--- src/verilog/lcst_pkg.sv ---
// Shared constants and carrier types for the lifecycle transit handler.
// Assumes one 50 MHz clock domain; the byte link and the flash sequencer
// sit on the same clock as this block.
package lcst_pkg;
    // Framing bytes
    localparam logic [7:0]  START_BYTE        = 8'h01;
    localparam logic [7:0]  END_BYTE          = 8'h03;
    localparam logic [7:0]  REPLY_HEADER_BYTE = 8'h81;
    localparam logic [7:0]  OPC_TRANSIT       = 8'h71;
    localparam logic [7:0]  ERR_BIT           = 8'h80;
    localparam logic [15:0] TRANSIT_LEN       = 16'h0003;
    localparam logic [7:0]  REPLY_LEN_HIGH    = 8'h00;
    localparam logic [7:0]  REPLY_LEN_LOW     = 8'h0a;
    localparam logic [31:0] UNUSED_WORD       = 32'hffffffff;
    localparam logic [3:0]  REPLY_LAST_IDX    = 4'he;
    localparam logic [3:0]  REPLY_SUM_IDX     = 4'hc;
    // Lifecycle state codes
    localparam logic [7:0]  LC_OWNER    = 8'h04;
    localparam logic [7:0]  LC_LOCKED   = 8'h06;
    localparam logic [7:0]  LC_RET_REQ  = 8'h07;
    localparam logic [7:0]  LC_RET_ACK  = 8'h08;
    localparam logic [7:0]  LC_RET_FIN  = 8'h09;
    // Status codes
    localparam logic [7:0]  ST_OK       = 8'h00;
    localparam logic [7:0]  ST_UNSUP    = 8'hc0;
    localparam logic [7:0]  ST_PACKET   = 8'hc1;
    localparam logic [7:0]  ST_CHECKSUM = 8'hc2;
    localparam logic [7:0]  ST_PARAM    = 8'hd0;
    localparam logic [7:0]  ST_ACCEPT   = 8'hd5;
    localparam logic [7:0]  ST_HW       = 8'hd7;
    localparam logic [7:0]  ST_PROTECT  = 8'hda;
    localparam logic [7:0]  ST_FLASH    = 8'he5;
    // Reply FIFO shape
    localparam int FIFO_WIDTH = 8;
    localparam int FIFO_DEPTH = 16;

    // Handler states
    typedef enum logic [3:0] {
        LCST_INIT  = 4'b0000,
        LCST_SWRST = 4'b0001,
        LCST_WAIT  = 4'b0010,
        LCST_LENH  = 4'b0011,
        LCST_LENL  = 4'b0100,
        LCST_PAYLD = 4'b0101,
        LCST_SUMB  = 4'b0110,
        LCST_ETXB  = 4'b0111,
        LCST_EVAL  = 4'b1000,
        LCST_FLASH = 4'b1001,
        LCST_SEND  = 4'b1010,
        LCST_HALT  = 4'b1011
    } lcst_fsm_t;

    // Answer from the flash sequencer after a commit
    typedef struct packed {
        logic        done;
        logic        err;
        logic [31:0] status;
        logic [31:0] addr;
        logic [7:0]  state_rd;
    } lcst_flash_rsp_t;

    // Commit request to the flash sequencer
    typedef struct packed {
        logic       req;
        logic [7:0] target;
    } lcst_flash_req_t;
endpackage : lcst_pkg

--- src/verilog/lcst_handler.sv ---
// Lifecycle transit command handler: parses framed command packets,
// checks them, commits the new lifecycle state and queues the reply.
// Assumes rx bytes and flash answers come from logic on the same clock.
// Summary of operation
// Failure address: flash error address, else all ones
// State codes 04,06,07,08,09 in one byte
// Commands only accepted in allowed lifecycle states
// Locked loader state: software reset, never accept
// Transit commits without any authentication exchange
// After locked or final state, halt forever
// Host frames 01,00,03,71,src,dst,sum,03
// Source field is owner or return-acknowledged
// Target field is locked loader or final
// Success reply 81,00,0a,71,00,ones,ones,8d,03
// Failure reply carries f1, status, detail, address
// Reply code is opcode, plus 80h on error
// Status codes d0,d5,da,c1,c2,e5,d7 used
// Parameter error on mismatch; protection error if disabled
// Discard to start byte; packet/checksum errors
// Check byte makes summed bytes total zero
`timescale 1ns/1ps
module lcst_handler
    import lcst_pkg::*;
(
    input  wire logic            clk,           // 50 MHz clock
    input  wire logic            rst,           // Async reset, active high
    input  wire logic [7:0]      lc_state_in,   // Stored state at boot
    input  wire logic            lock_enable,   // Locked target allowed
    input  wire logic            rx_valid,      // Command byte offered
    output logic                 rx_ready,      // Command byte taken
    input  wire logic [7:0]      rx_data,       // Command byte
    output logic                 tx_valid,      // Reply byte present
    input  wire logic            tx_ready,      // Link takes reply byte
    output logic      [7:0]      tx_data,       // Reply byte
    output lcst_flash_req_t      flash_req,     // Commit request
    input  wire lcst_flash_rsp_t flash_rsp,     // Commit answer
    output logic      [7:0]      lc_state,      // Current state
    output logic                 sw_reset_req,  // Software reset request
    output logic                 halted         // Permanently idle
);
    typedef struct packed {
        lcst_fsm_t   fsm;
        logic [7:0]  lc;
        logic [15:0] len;
        logic [15:0] cnt;
        logic [7:0]  sum;
        logic [7:0]  op;
        logic [7:0]  src;
        logic [7:0]  dst;
        logic        etx_ok;
        logic [7:0]  sts;
        logic [31:0] detail;
        logic [31:0] addr;
        logic        halt_after;
        logic        swrst;
        logic        freq;
    } lcst_st_t;

    lcst_st_t   s_reg;
    lcst_st_t   s_next;
    logic       fifo_in_valid;
    logic       fifo_in_ready;
    logic [7:0] fifo_in_data;
    logic       take;
    logic [3:0] ridx;
    logic [7:0] rcode;

    ////////////////////////////////////////////////////////////////////////
    // Reply byte for indices 0..12 and the trailing end byte
    function automatic logic [7:0] raw_byte(input logic [3:0]  i,
                                            input logic [7:0]  code,
                                            input logic [7:0]  sts,
                                            input logic [31:0] det,
                                            input logic [31:0] adr);
        logic [7:0] b;
        b = END_BYTE;
        case (i)
            4'h0: b = REPLY_HEADER_BYTE;
            4'h1: b = REPLY_LEN_HIGH;
            4'h2: b = REPLY_LEN_LOW;
            4'h3: b = code;
            4'h4: b = sts;
            4'h5: b = det[31:24];
            4'h6: b = det[23:16];
            4'h7: b = det[15:8];
            4'h8: b = det[7:0];
            4'h9: b = adr[31:24];
            4'ha: b = adr[23:16];
            4'hb: b = adr[15:8];
            4'hc: b = adr[7:0];
            default: b = END_BYTE;
        endcase
        return b;
    endfunction : raw_byte

    // Two's complement of the sum of length through last payload byte
    function automatic logic [7:0] reply_sum(input logic [7:0]  code,
                                             input logic [7:0]  sts,
                                             input logic [31:0] det,
                                             input logic [31:0] adr);
        logic [7:0] acc;
        acc = 8'h00;
        for (int i = 1; i <= 12; i++) begin
            acc = acc + raw_byte(4'(i), code, sts, det, adr);
        end
        return 8'(-acc);
    endfunction : reply_sum

    // Lifecycle codes that the hardware may hold
    function automatic logic valid_lc(input logic [7:0] c);
        return (c == LC_OWNER) || (c == LC_LOCKED) || (c == LC_RET_REQ) ||
               (c == LC_RET_ACK) || (c == LC_RET_FIN);
    endfunction : valid_lc

    ////////////////////////////////////////////////////////////////////////
    // Handshakes and reply stream
    assign rx_ready = (s_reg.fsm == LCST_WAIT) || (s_reg.fsm == LCST_LENH) ||
                      (s_reg.fsm == LCST_LENL) || (s_reg.fsm == LCST_PAYLD) ||
                      (s_reg.fsm == LCST_SUMB) || (s_reg.fsm == LCST_ETXB);
    assign take     = rx_valid && rx_ready;
    // Reply code follows the opcode, error bit added on failure
    assign rcode = (s_reg.sts == ST_OK) ? s_reg.op
                                        : (s_reg.op | ERR_BIT);
    // Reply index: wire byte order has the sum at 13 before end byte
    assign ridx  = s_reg.cnt[3:0];
    assign fifo_in_valid = (s_reg.fsm == LCST_SEND);
    always_comb begin
        if (ridx == REPLY_LAST_IDX) begin
            fifo_in_data = END_BYTE;
        end else if (ridx == REPLY_SUM_IDX + 4'h1) begin
            fifo_in_data = reply_sum(rcode, s_reg.sts, s_reg.detail,
                                     s_reg.addr);
        end else begin
            fifo_in_data = raw_byte(ridx, rcode, s_reg.sts, s_reg.detail,
                                    s_reg.addr);
        end
    end

    assign flash_req.req    = s_reg.freq;
    assign flash_req.target = s_reg.dst;
    assign lc_state         = s_reg.lc;
    assign sw_reset_req     = s_reg.swrst;
    assign halted           = (s_reg.fsm == LCST_HALT);

    ////////////////////////////////////////////////////////////////////////
    // Next-state logic
    always_comb begin
        s_next      = s_reg;
        s_next.freq = 1'b0;
        case (s_reg.fsm)
            LCST_INIT: begin
                // Stored state caught on the first edge after reset
                s_next.lc  = lc_state_in;
                s_next.fsm = (lc_state_in == LC_LOCKED) ? LCST_SWRST
                                                        : LCST_WAIT;
            end
            LCST_SWRST: begin
                s_next.swrst = 1'b1;
                s_next.fsm   = LCST_HALT;
            end
            LCST_WAIT: begin
                // Bytes other than the start byte are dropped
                if (take && rx_data == START_BYTE) begin
                    s_next.fsm = LCST_LENH;
                    s_next.sum = 8'h00;
                    s_next.op  = 8'h00;
                    s_next.src = 8'h00;
                    s_next.dst = 8'h00;
                end
            end
            LCST_LENH: begin
                if (take) begin
                    s_next.len[15:8] = rx_data;
                    s_next.sum       = s_reg.sum + rx_data;
                    s_next.fsm       = LCST_LENL;
                end
            end
            LCST_LENL: begin
                if (take) begin
                    s_next.len[7:0] = rx_data;
                    s_next.sum      = s_reg.sum + rx_data;
                    s_next.cnt      = 16'h0000;
                    s_next.fsm      = ({s_reg.len[15:8], rx_data} == 16'h0000)
                                      ? LCST_SUMB : LCST_PAYLD;
                end
            end
            LCST_PAYLD: begin
                if (take) begin
                    case (s_reg.cnt)
                        16'h0000: s_next.op  = rx_data;
                        16'h0001: s_next.src = rx_data;
                        16'h0002: s_next.dst = rx_data;
                        default:  s_next.op  = s_reg.op;
                    endcase
                    s_next.sum = s_reg.sum + rx_data;
                    s_next.cnt = s_reg.cnt + 16'h0001;
                    if (s_reg.cnt + 16'h0001 == s_reg.len) begin
                        s_next.fsm = LCST_SUMB;
                    end
                end
            end
            LCST_SUMB: begin
                if (take) begin
                    s_next.sum = s_reg.sum + rx_data;
                    s_next.fsm = LCST_ETXB;
                end
            end
            LCST_ETXB: begin
                if (take) begin
                    s_next.etx_ok = (rx_data == END_BYTE);
                    s_next.fsm    = LCST_EVAL;
                end
            end
            LCST_EVAL: begin
                // Checks in descending priority; no authentication needed
                s_next.detail = UNUSED_WORD;
                s_next.addr   = UNUSED_WORD;
                s_next.cnt    = 16'h0000;
                s_next.fsm    = LCST_SEND;
                s_next.sts    = ST_OK;
                if (!s_reg.etx_ok) begin
                    s_next.sts = ST_PACKET;
                end else if (s_reg.sum != 8'h00) begin
                    s_next.sts = ST_CHECKSUM;
                end else if (s_reg.op != OPC_TRANSIT) begin
                    s_next.sts = ST_UNSUP;
                end else if (s_reg.len != TRANSIT_LEN) begin
                    s_next.sts = ST_PACKET;
                end else if (s_reg.lc != LC_OWNER &&
                             s_reg.lc != LC_RET_ACK) begin
                    s_next.sts = ST_ACCEPT;
                end else if (s_reg.src != s_reg.lc) begin
                    s_next.sts = ST_PARAM;
                end else if (!((s_reg.lc == LC_OWNER &&
                                s_reg.dst == LC_LOCKED) ||
                               (s_reg.lc == LC_RET_ACK &&
                                s_reg.dst == LC_RET_FIN))) begin
                    s_next.sts = ST_PARAM;
                end else if (s_reg.dst == LC_LOCKED && !lock_enable) begin
                    s_next.sts = ST_PROTECT;
                end else begin
                    s_next.freq = 1'b1;
                    s_next.fsm  = LCST_FLASH;
                end
            end
            LCST_FLASH: begin
                if (flash_rsp.done) begin
                    s_next.fsm = LCST_SEND;
                    if (flash_rsp.err) begin
                        s_next.sts    = ST_FLASH;
                        s_next.detail = flash_rsp.status;
                        s_next.addr   = flash_rsp.addr;
                    end else if (!valid_lc(flash_rsp.state_rd)) begin
                        s_next.sts        = ST_HW;
                        s_next.halt_after = 1'b1;
                    end else begin
                        s_next.lc         = flash_rsp.state_rd;
                        s_next.halt_after = (flash_rsp.state_rd ==
                                             LC_LOCKED) ||
                                            (flash_rsp.state_rd ==
                                             LC_RET_FIN);
                    end
                end
            end
            LCST_SEND: begin
                if (fifo_in_ready) begin
                    s_next.cnt = s_reg.cnt + 16'h0001;
                    if (ridx == REPLY_LAST_IDX) begin
                        s_next.fsm = s_reg.halt_after ? LCST_HALT
                                                      : LCST_WAIT;
                    end
                end
            end
            LCST_HALT: begin
                s_next.fsm = LCST_HALT;
            end
            default: begin
                s_next.fsm = LCST_HALT;
            end
        endcase
    end

    // State register
    always_ff @(posedge clk or posedge rst) begin
        if (rst) begin
            s_reg <= '0;
        end else begin
            s_reg <= s_next;
        end
    end

    ////////////////////////////////////////////////////////////////////////
    // Reply FIFO toward the link
    lcst_fifo #(
        .WIDTH (FIFO_WIDTH),
        .DEPTH (FIFO_DEPTH)
    ) u_fifo (
        .clk       (clk),
        .rst       (rst),
        .in_valid  (fifo_in_valid),
        .in_ready  (fifo_in_ready),
        .in_data   (fifo_in_data),
        .out_valid (tx_valid),
        .out_ready (tx_ready),
        .out_data  (tx_data)
    );

    ////////////////////////////////////////////////////////////////////////
    // Checks
    logic push;
    assign push = fifo_in_valid && fifo_in_ready;

    property p_halt_stays;
        @(posedge clk) disable iff (rst)
        halted |=> (halted && !rx_ready) [*4];
    endproperty
    a_halt_stays: assert property (p_halt_stays)
        else $error("Halted handler woke up");

    property p_swreset;
        @(posedge clk) disable iff (rst)
        (s_reg.fsm == LCST_INIT && lc_state_in == LC_LOCKED)
            |=> ##1 sw_reset_req && halted;
    endproperty
    a_swreset: assert property (p_swreset)
        else $error("Locked boot did not request reset");

    property p_commit_legal;
        @(posedge clk) disable iff (rst)
        flash_req.req |-> (lc_state == LC_OWNER &&
                           flash_req.target == LC_LOCKED && lock_enable) ||
                          (lc_state == LC_RET_ACK &&
                           flash_req.target == LC_RET_FIN);
    endproperty
    a_commit_legal: assert property (p_commit_legal)
        else $error("Commit requested for illegal transition");

    property p_accept_state;
        @(posedge clk) disable iff (rst)
        flash_req.req |-> $past(s_reg.fsm) == LCST_EVAL &&
                          lc_state != LC_RET_REQ;
    endproperty
    a_accept_state: assert property (p_accept_state)
        else $error("Command executed in a refused state");

    property p_header;
        @(posedge clk) disable iff (rst)
        push && ridx == 4'h0 |=> push && fifo_in_data == REPLY_LEN_HIGH
            ##1 push && fifo_in_data == REPLY_LEN_LOW;
    endproperty
    a_header: assert property (p_header)
        else $error("Reply header bytes wrong");

    property p_code;
        @(posedge clk) disable iff (rst)
        push && ridx == 4'h3 |-> fifo_in_data ==
            {(s_reg.sts != ST_OK) || s_reg.op[7], s_reg.op[6:0]};
    endproperty
    a_code: assert property (p_code)
        else $error("Reply code does not follow outcome");

    property p_addr;
        @(posedge clk) disable iff (rst)
        push && ridx >= 4'h9 && ridx <= 4'hc && s_reg.sts != ST_FLASH
            |-> fifo_in_data == 8'hff;
    endproperty
    a_addr: assert property (p_addr)
        else $error("Failure address not all ones");

    property p_ok_sum;
        @(posedge clk) disable iff (rst)
        push && ridx == 4'hd &&
            s_reg.sts == ST_OK &&
            s_reg.op == OPC_TRANSIT
            |-> fifo_in_data == 8'h8d;
    endproperty
    a_ok_sum: assert property (p_ok_sum)
        else $error("Success check byte wrong");

    property p_discard;
        @(posedge clk) disable iff (rst)
        s_reg.fsm == LCST_WAIT && rx_valid && rx_data != START_BYTE
            |=> s_reg.fsm == LCST_WAIT;
    endproperty
    a_discard: assert property (p_discard)
        else $error("Non-start byte left wait state");
endmodule : lcst_handler

--- src/verilog/lcst_fifo.sv ---
// Reply byte FIFO with a registered output stage.
// Assumes both sides share the clock; out_ready may stall at will.
`timescale 1ns/1ps
module lcst_fifo
    import lcst_pkg::*;
#(
    parameter int WIDTH = 8,
    parameter int DEPTH = 16
) (
    input  wire logic             clk,       // System clock
    input  wire logic             rst,       // Async reset, active high
    input  wire logic             in_valid,  // Write offered
    output logic                  in_ready,  // Room for a word
    input  wire logic [WIDTH-1:0] in_data,   // Word written
    output logic                  out_valid, // Head word present
    input  wire logic             out_ready, // Reader takes head
    output logic      [WIDTH-1:0] out_data   // Head word, registered
);
    localparam int AW = $clog2(DEPTH);

    typedef struct packed {
        logic [AW-1:0]  wr;
        logic [AW-1:0]  rd;
        logic [AW:0]    cnt;
        logic           hv;
        logic [WIDTH-1:0] head;
    } lcst_fifo_st_t;

    lcst_fifo_st_t    s_reg;
    lcst_fifo_st_t    s_next;
    logic [WIDTH-1:0] mem [DEPTH];
    logic             push;
    logic             pop;

    ////////////////////////////////////////////////////////////////////////
    // Handshakes
    assign in_ready  = (s_reg.cnt != (AW+1)'(DEPTH));
    assign push      = in_valid && in_ready;
    assign pop       = (s_reg.cnt != '0) && (!s_reg.hv || out_ready);
    assign out_valid = s_reg.hv;
    assign out_data  = s_reg.head;

    // Pointer and head update
    always_comb begin
        s_next = s_reg;
        if (push) begin
            s_next.wr = s_reg.wr + 1'b1;
        end
        if (pop) begin
            s_next.rd   = s_reg.rd + 1'b1;
            s_next.head = mem[s_reg.rd];
            s_next.hv   = 1'b1;
        end else if (out_ready) begin
            s_next.hv = 1'b0;
        end
        if (push && !pop) begin
            s_next.cnt = s_reg.cnt + 1'b1;
        end else if (pop && !push) begin
            s_next.cnt = s_reg.cnt - 1'b1;
        end
    end

    // State register
    always_ff @(posedge clk or posedge rst) begin
        if (rst) begin
            s_reg <= '0;
        end else begin
            s_reg <= s_next;
        end
    end

    // Storage, no reset needed
    always_ff @(posedge clk) begin
        if (push) begin
            mem[s_reg.wr] <= in_data;
        end
    end
endmodule : lcst_fifo

--- config.mk ---
export PLATFORM = sky130hd
export DESIGN_NAME = lcst_handler
export DESIGN_NICKNAME = d
export VERILOG_FILES = /design/src/verilog/lcst_pkg.sv /design/src/verilog/lcst_handler.sv /design/src/verilog/lcst_fifo.sv
export SDC_FILE = /design/constraint.sdc
export NUM_CORES = 1
export LEC_CHECK = 0
export BUFFER_PORTS_ARGS = -buffer_cell sky130_fd_sc_hd__buf_2
export CAP_MARGIN = 25
export CORE_MARGIN = 3
export CORE_UTILIZATION = 55
export DETAILED_ROUTE_END_ITERATION = 7
export GPL_TIMING_DRIVEN = 0
export HOLD_SLACK_MARGIN = 0.08
export PLACE_DENSITY = 0.77
export SETUP_SLACK_MARGIN = 0.1
export SLEW_MARGIN = 20
export SYNTH_ARGS = -nofsm -noshare
export SYNTH_HDL_FRONTEND = slang
export SYNTH_SLANG_ARGS = --single-unit
--- constraint.sdc ---
create_clock -name clk -period 4.8 [get_ports clk]
set_input_delay 0.48 -clock clk [delete_from_list [all_inputs] [get_ports clk]]
set_output_delay 0.48 -clock clk [all_outputs]
set_load 0.05 [all_outputs]
==> qor.txt, run 1 <==
outcome = completed
critical path's largest stage delay = 0.56 ns
WP data required = 5.10 ns
Fmax = 212 MHz
Post-Syn Instances = 1349
setup TNS = 0 ns
Crit Path Class = flop to flop
hpwl dp = 30300 um
commonest non-fill, non-tap cells in the layout = dfrtp_1, edfxtp_1, buf_2
Reg2Reg Setup Slack = 0.07 ns
Worst Hold Path EP = s_reg[35]$_DFFE_PP0P_
Unique masters post-synth = 66
critical path's most frequent cell = fa_1
setup violators final = 0
max-slew violations = 0
worst slew pin tran = 0.912 ns
Pre-Repair DR Iteration Count = 5
hold path depth = 2
final wirelength = 41500 um
Hold Slack = 0.105 ns
CTS tree = built
Die X = 177 um
most used flip-flop cell after synthesis = dfrtp_1
Starting Density = 0.559
clock edge transition at the registers on the reported setup and hold paths = 0.06 ns
Slowest cell on crit path = fa_1
R2R Path Start = s_reg[30]$_DFFE_PP0P_
Post-synth ARST share = 0.575
Routed Antenna Nets = 0
CP Max Fanout = 16
RSZ-0062 raised after global routing = true
r2r endpoint = u_fifo.mem[4][7]$_DFFE_PP_
CTS root buf = clkbuf_16
clock skew = 0.0324 ns
Bufs on Longest Clock Path = 3
max reg flops = 129
core footprint = 28800 um^2
vias per cell = 6.07
Critical Path Start = s_reg[30]$_DFFE_PP0P_
Worst slew margin = 0.390
vias in the first global route = 11800
Syn. warnings = 0
R2R depth = 14
DR iter-0 viols = 1333
CTS Buf Count = 31
Ports = 124
sequential area share after synthesis = 0.508
die area = 31400 um^2
clk sink count = 301
wire length per cell = 21.5 um
Final Hold Viols = 0
Post-synth EDFFs = 128
worst hold path type = primary input to flop
global route total overflow = 0
crit end category = flop
H-tree levels = 1
synthesized flop and latch total = 301
DRC violations left = 0
Util after Layout = 0.648
share of cells above drive strength 1 = 0.210
Tcrit/Tclk final = 0.985
initial antenna violation count = 3
max_cap viols = 0
P&R area growth vs syn = 15.8%
GRT Util Overall = 0.267
first-pass GRT wire length = 65000 um
synthesized area = 16100 um^2
Final #Nets = 1719
largest net degree at the start of global routing = 35
CP startpoint kind = flop
syn nets = 1542
commonest non-fill, non-tap cell in the layout = dfrtp_1
worst min-delay path startpoint = flash_rsp[40]
minimum clock period = 4.73 ns
placer's final routability congestion estimate = 0.943
clk_lat worst skew = 0.58 ns
Worst EP arrival = 5.03 ns
number of port buffers = 123
Die H = 177 um
via count = 11800
syn_area_per_cell = 11.9 um^2
critical path, cell by cell = fa_1 > fa_1 > inv_2 > fa_1 > fa_1 > fa_1 > ha_1 > a21o_1 > a21oi_2 > o21bai_1 > a21oi_2 > xnor2_2 > a41oi_4 > buf_12
# rows = 62
per-layer routing:
layer | global-route usage | wire [um]
met1 | 0.363 | 16600
met2 | 0.435 | 19900
met3 | 0.0418 | 3210
met4 | 0.105 | 1830
met5 | 0 | 11
critical path, delay by kind of cell, from the launching register on:
| kind | cells | cell delay (ns) |
|---|---|---|
| buf+inv | 2 | 0.25 |
| compound gates | 5 | 0.77 |
| xor+xnor | 1 | 0.16 |
| flops | 1 | 0.41 |
| fa+ha+maj | 6 | 2.84 |
area by class of cell:
cell class                      count  area, um^2
Antenna cell                        3        7.51
Buffer                             99         468
Clock buffer                       43         871
Clock inverter                     12         149
Fill cell                        2139       10100
Inverter                          119         450
Multi-Input combinational cell    830        7150
Sequential cell                   301        8170
Tap cell                          384         480
Timing Repair Buffer              144         893
synth_stat cells, drive strengths merged (15+ instances only):
cell type	instances	area (um^2)
a21oi	48	240
buf	46	269
clkbuf	53	199
dfrtp	173	4330
edfxtp	128	3840
fa	51	1020
ha	47	588
inv	119	447
mux2	27	304
mux4	43	968
nand2	100	375
nand3	22	110
nor2	64	240
nor3	17	106
nor4	16	106
o21ai	89	445
o22a	64	561
o31ai	15	113
xnor2	40	350
xor2	25	219
cells by family (layout without fill, tap and decap cells):
family / Yosys count / after routing / synth area share
simple gates: 284 / 284 / 0.0866
other cells: 0 / 3 / 0
mux: 80 / 80 / 0.0853
flops: 301 / 301 / 0.508
fa+ha+maj: 98 / 98 / 0.100
compound gates: 303 / 303 / 0.128
xor+xnor: 65 / 65 / 0.0354
buf+inv: 218 / 417 / 0.0568
worst max-delay path by stage:
stage / slack, ns / end / depth (start not counted)
2_1_floorplan: 0.13 / u_fifo.mem[0][4]$_DFFE_PP_ / 13
3_3_place_gp: -1.04 / u_fifo.mem[14][4]$_DFFE_PP_ / 13
3_5_place_dp: -0.39 / u_fifo.mem[15][6]$_DFFE_PP_ / 16
4_1_cts: 0.10 / u_fifo.mem[8][7]$_DFFE_PP_ / 14
5_1_grt: -0.04 / u_fifo.mem[9][7]$_DFFE_PP_ / 14
6_report: 0.07 / u_fifo.mem[4][7]$_DFFE_PP_ / 14
per-stage QoR:
step	cell area, um^2	std cells	worst slack [ns]
after floorplan	16100	1349	0.134
after global placement	17200	1856	-1.04
after detailed placement	17400	1863	-0.389
after CTS	18500	1926	0.104
after global routing	18600	1933	-0.0409
final	18600	1935	0.0722
timing repair:
item,4_1_cts,5_1_grt
gates cloned,0,1
gates resized for setup,8,14
pin swaps,6,11
hold buffers,1,0
setup buffers,7,5
endpoints found under the setup margin,76,80
hold endpoints to repair,16,0
Power of run 1 is left out: the tool's default activity adds up to more than one toggle a clock period on the data nets, which glitch-free logic cannot reach.
==> run 2: changes to the inputs <==
- PLACE_DENSITY: 0.77 -> 0.89
==> qor.txt, run 2 (synthesis results as in run 1) <==
outcome = completed
Worst Slack Setup Final = 0.0989 ns (+0.0267 ns)
H-tree levels = 1 (unchanged)
CTS Buf Count = 30 (-3.2%)
Tcrit/Tclk final = 0.979 (-0.00556)
Util after Layout = 0.649 (+0.000783)
vias per cell = 6.19 (+1.8%)
commonest non-fill, non-tap cell in the layout = dfrtp_1
area of the multi-input gates = 7140 um^2 (-0.21%)
max reg flops = 129 (unchanged)
number of port buffers = 123 (unchanged)
Bufs on Longest Clock Path = 3 (unchanged)
DP Cell Count = 1864 (+0.054%)
Critical Path Start = s_reg[30]$_DFFE_PP0P_
Die X = 177 um (unchanged)
Non-Filler Instances = 1937 (+0.10%)
first-pass GRT wire length = 65600 um (+0.93%)
clock skew = 0.0123 ns (-0.0200 ns)
global route total overflow = 0 (unchanged)
initial antenna violation count = 1 (-2)
DRC violations left = 0 (unchanged)
P&R area growth vs syn = 16.0%
Pre-Repair DR Iteration Count = 6 (+1)
minimum clock period = 4.70 ns (-0.0267 ns)
DR iter-0 viols = 1297 (-2.7%)
GRT Util Overall = 0.266 (-0.000759)
vias in the first global route = 12200 (+2.7%)
CTS root buf = clkbuf_16
CTS tree = built
CP Max Fanout = 16 (unchanged)
# rows = 62 (unchanged)
Worst EP arrival = 5.00 ns (-0.03 ns)
Fill cells = 2018 (-5.7%)
placer's final routability congestion estimate = 0.960 (+1.8%)
clk sink count = 301 (unchanged)
CP startpoint kind = flop
max_cap viols = 0 (unchanged)
clock edge transition at the registers on the reported setup and hold paths = 0.06 ns (about the same)
clk_lat worst skew = 0.55 ns (-0.03 ns)
via count = 12000 (+1.9%)
Reg2Reg Setup Slack = 0.1 ns (+0.03 ns)
dpl ws = -0.472 ns (-0.0831 ns)
die area = 31400 um^2 (unchanged)
core footprint = 28800 um^2 (unchanged)
Hold Slack = 0.133 ns (+0.0279 ns)
Final Hold Viols = 0 (unchanged)
Die H = 177 um (unchanged)
largest net degree at the start of global routing = 37 (+5.7%)
WP data required = 5.10 ns (about the same)
Crit Path Class = flop to flop
worst min-delay path startpoint = flash_rsp[44]
R2R Path Start = s_reg[30]$_DFFE_PP0P_
crit path to = u_fifo.mem[11][7]$_DFFE_PP_
Starting Density = 0.559 (unchanged)
final wirelength = 41700 um (+0.40%)
Final #Nets = 1721 (+0.12%)
wire length per cell = 21.5 um (+0.30%)
max-slew violations = 0 (unchanged)
RSZ-0062 raised after global routing = true
hpwl dp = 30200 um (-0.26%)
worst slew pin tran = 1.00 ns (+0.0898 ns)
Ports = 124 (unchanged)
Fmax = 213 MHz (+0.57%)
r2r endpoint = u_fifo.mem[11][7]$_DFFE_PP_
R2R depth = 14 (unchanged)
setup violators final = 0 (unchanged)
share of cells above drive strength 1 = 0.218 (+0.00848)
Routed Antenna Nets = 0 (unchanged)
Worst slew margin = 0.330 (-0.0601)
worst hold path type = primary input to flop
Register Area = 8170 um^2 (about the same)
commonest non-fill, non-tap cells in the layout = dfrtp_1, edfxtp_1, buf_2
crit end category = flop
==> run 2: metrics by stage <==
step | instance area (um^2) | setup TNS (ns)
6_report | 18700 | 0
2_1_floorplan | 16100 | 0
3_5_place_dp | 17400 | -11.39
3_3_place_gp | 17200 | -29.39
5_1_grt | 18700 | -0.387
4_1_cts | 18500 | 0
==> run 2: how the worst min path moves through the flow <==
| stage | to | cells past startpoint |
|---|---|---|
| 2_1_floorplan | s_reg[85]$_DFFE_PP0P_ | 2 |
| 3_3_place_gp | s_reg[85]$_DFFE_PP0P_ | 2 |
| 3_5_place_dp | sw_reset_req$_DFFE_PP0N_ | 1 |
| 4_1_cts | s_reg[39]$_DFFE_PP0P_ | 2 |
| 5_1_grt | s_reg[39]$_DFFE_PP0P_ | 2 |
| 6_report | s_reg[39]$_DFFE_PP0P_ | 2 |
==> run 2: timing repair <==
item / in CTS / in global routing
hold buffers: 1 / 0
gates resized for setup: 7 / 21
endpoints found under the setup margin: 70 / 70
endpoints found under the hold margin: 18 / 0
pin swaps: 6 / 12
gates cloned: 0 / 2
setup buffers: 5 / 8
==> run 2: routing by layer <==
layer / routed length (um) / vias to the layer above / track usage / share of wire
li1: - / 5222 / - / -
met1: 15400 / 5978 / 0.346 / 0.37
met2: 21000 / 628 / 0.455 / 0.50
met3: 3460 / 153 / 0.0420 / 0.083
met4: 1790 / 0 / 0.0962 / 0.043
met5: 0 / - / 0 / 0
==> run 2: critical path, stage by stage (launching register included) <==
cell      delay [ns]
dfrtp_1         0.41
fa_1            0.51
fa_1            0.53
inv_2           0.04
fa_1            0.55
fa_1            0.43
fa_1            0.49
ha_1            0.30
a21o_1          0.17
a21oi_2         0.19
o21bai_1        0.11
a21oi_2         0.20
xnor2_2         0.15
a41oi_4         0.14
buf_12          0.20
==> run 2: final cells by class <==
type | instances | area share
Sequential cell | 301 | 0.438
Multi-Input combinational cell | 830 | 0.382
Timing Repair Buffer | 147 | 0.0487
Clock buffer | 39 | 0.0471
Tap cell | 384 | 0.0257
Buffer | 99 | 0.0251
Inverter | 119 | 0.0241
Clock inverter | 17 | 0.00905
Antenna cell | 1 | 0.000134
Power of run 2 is left out for the same reason.
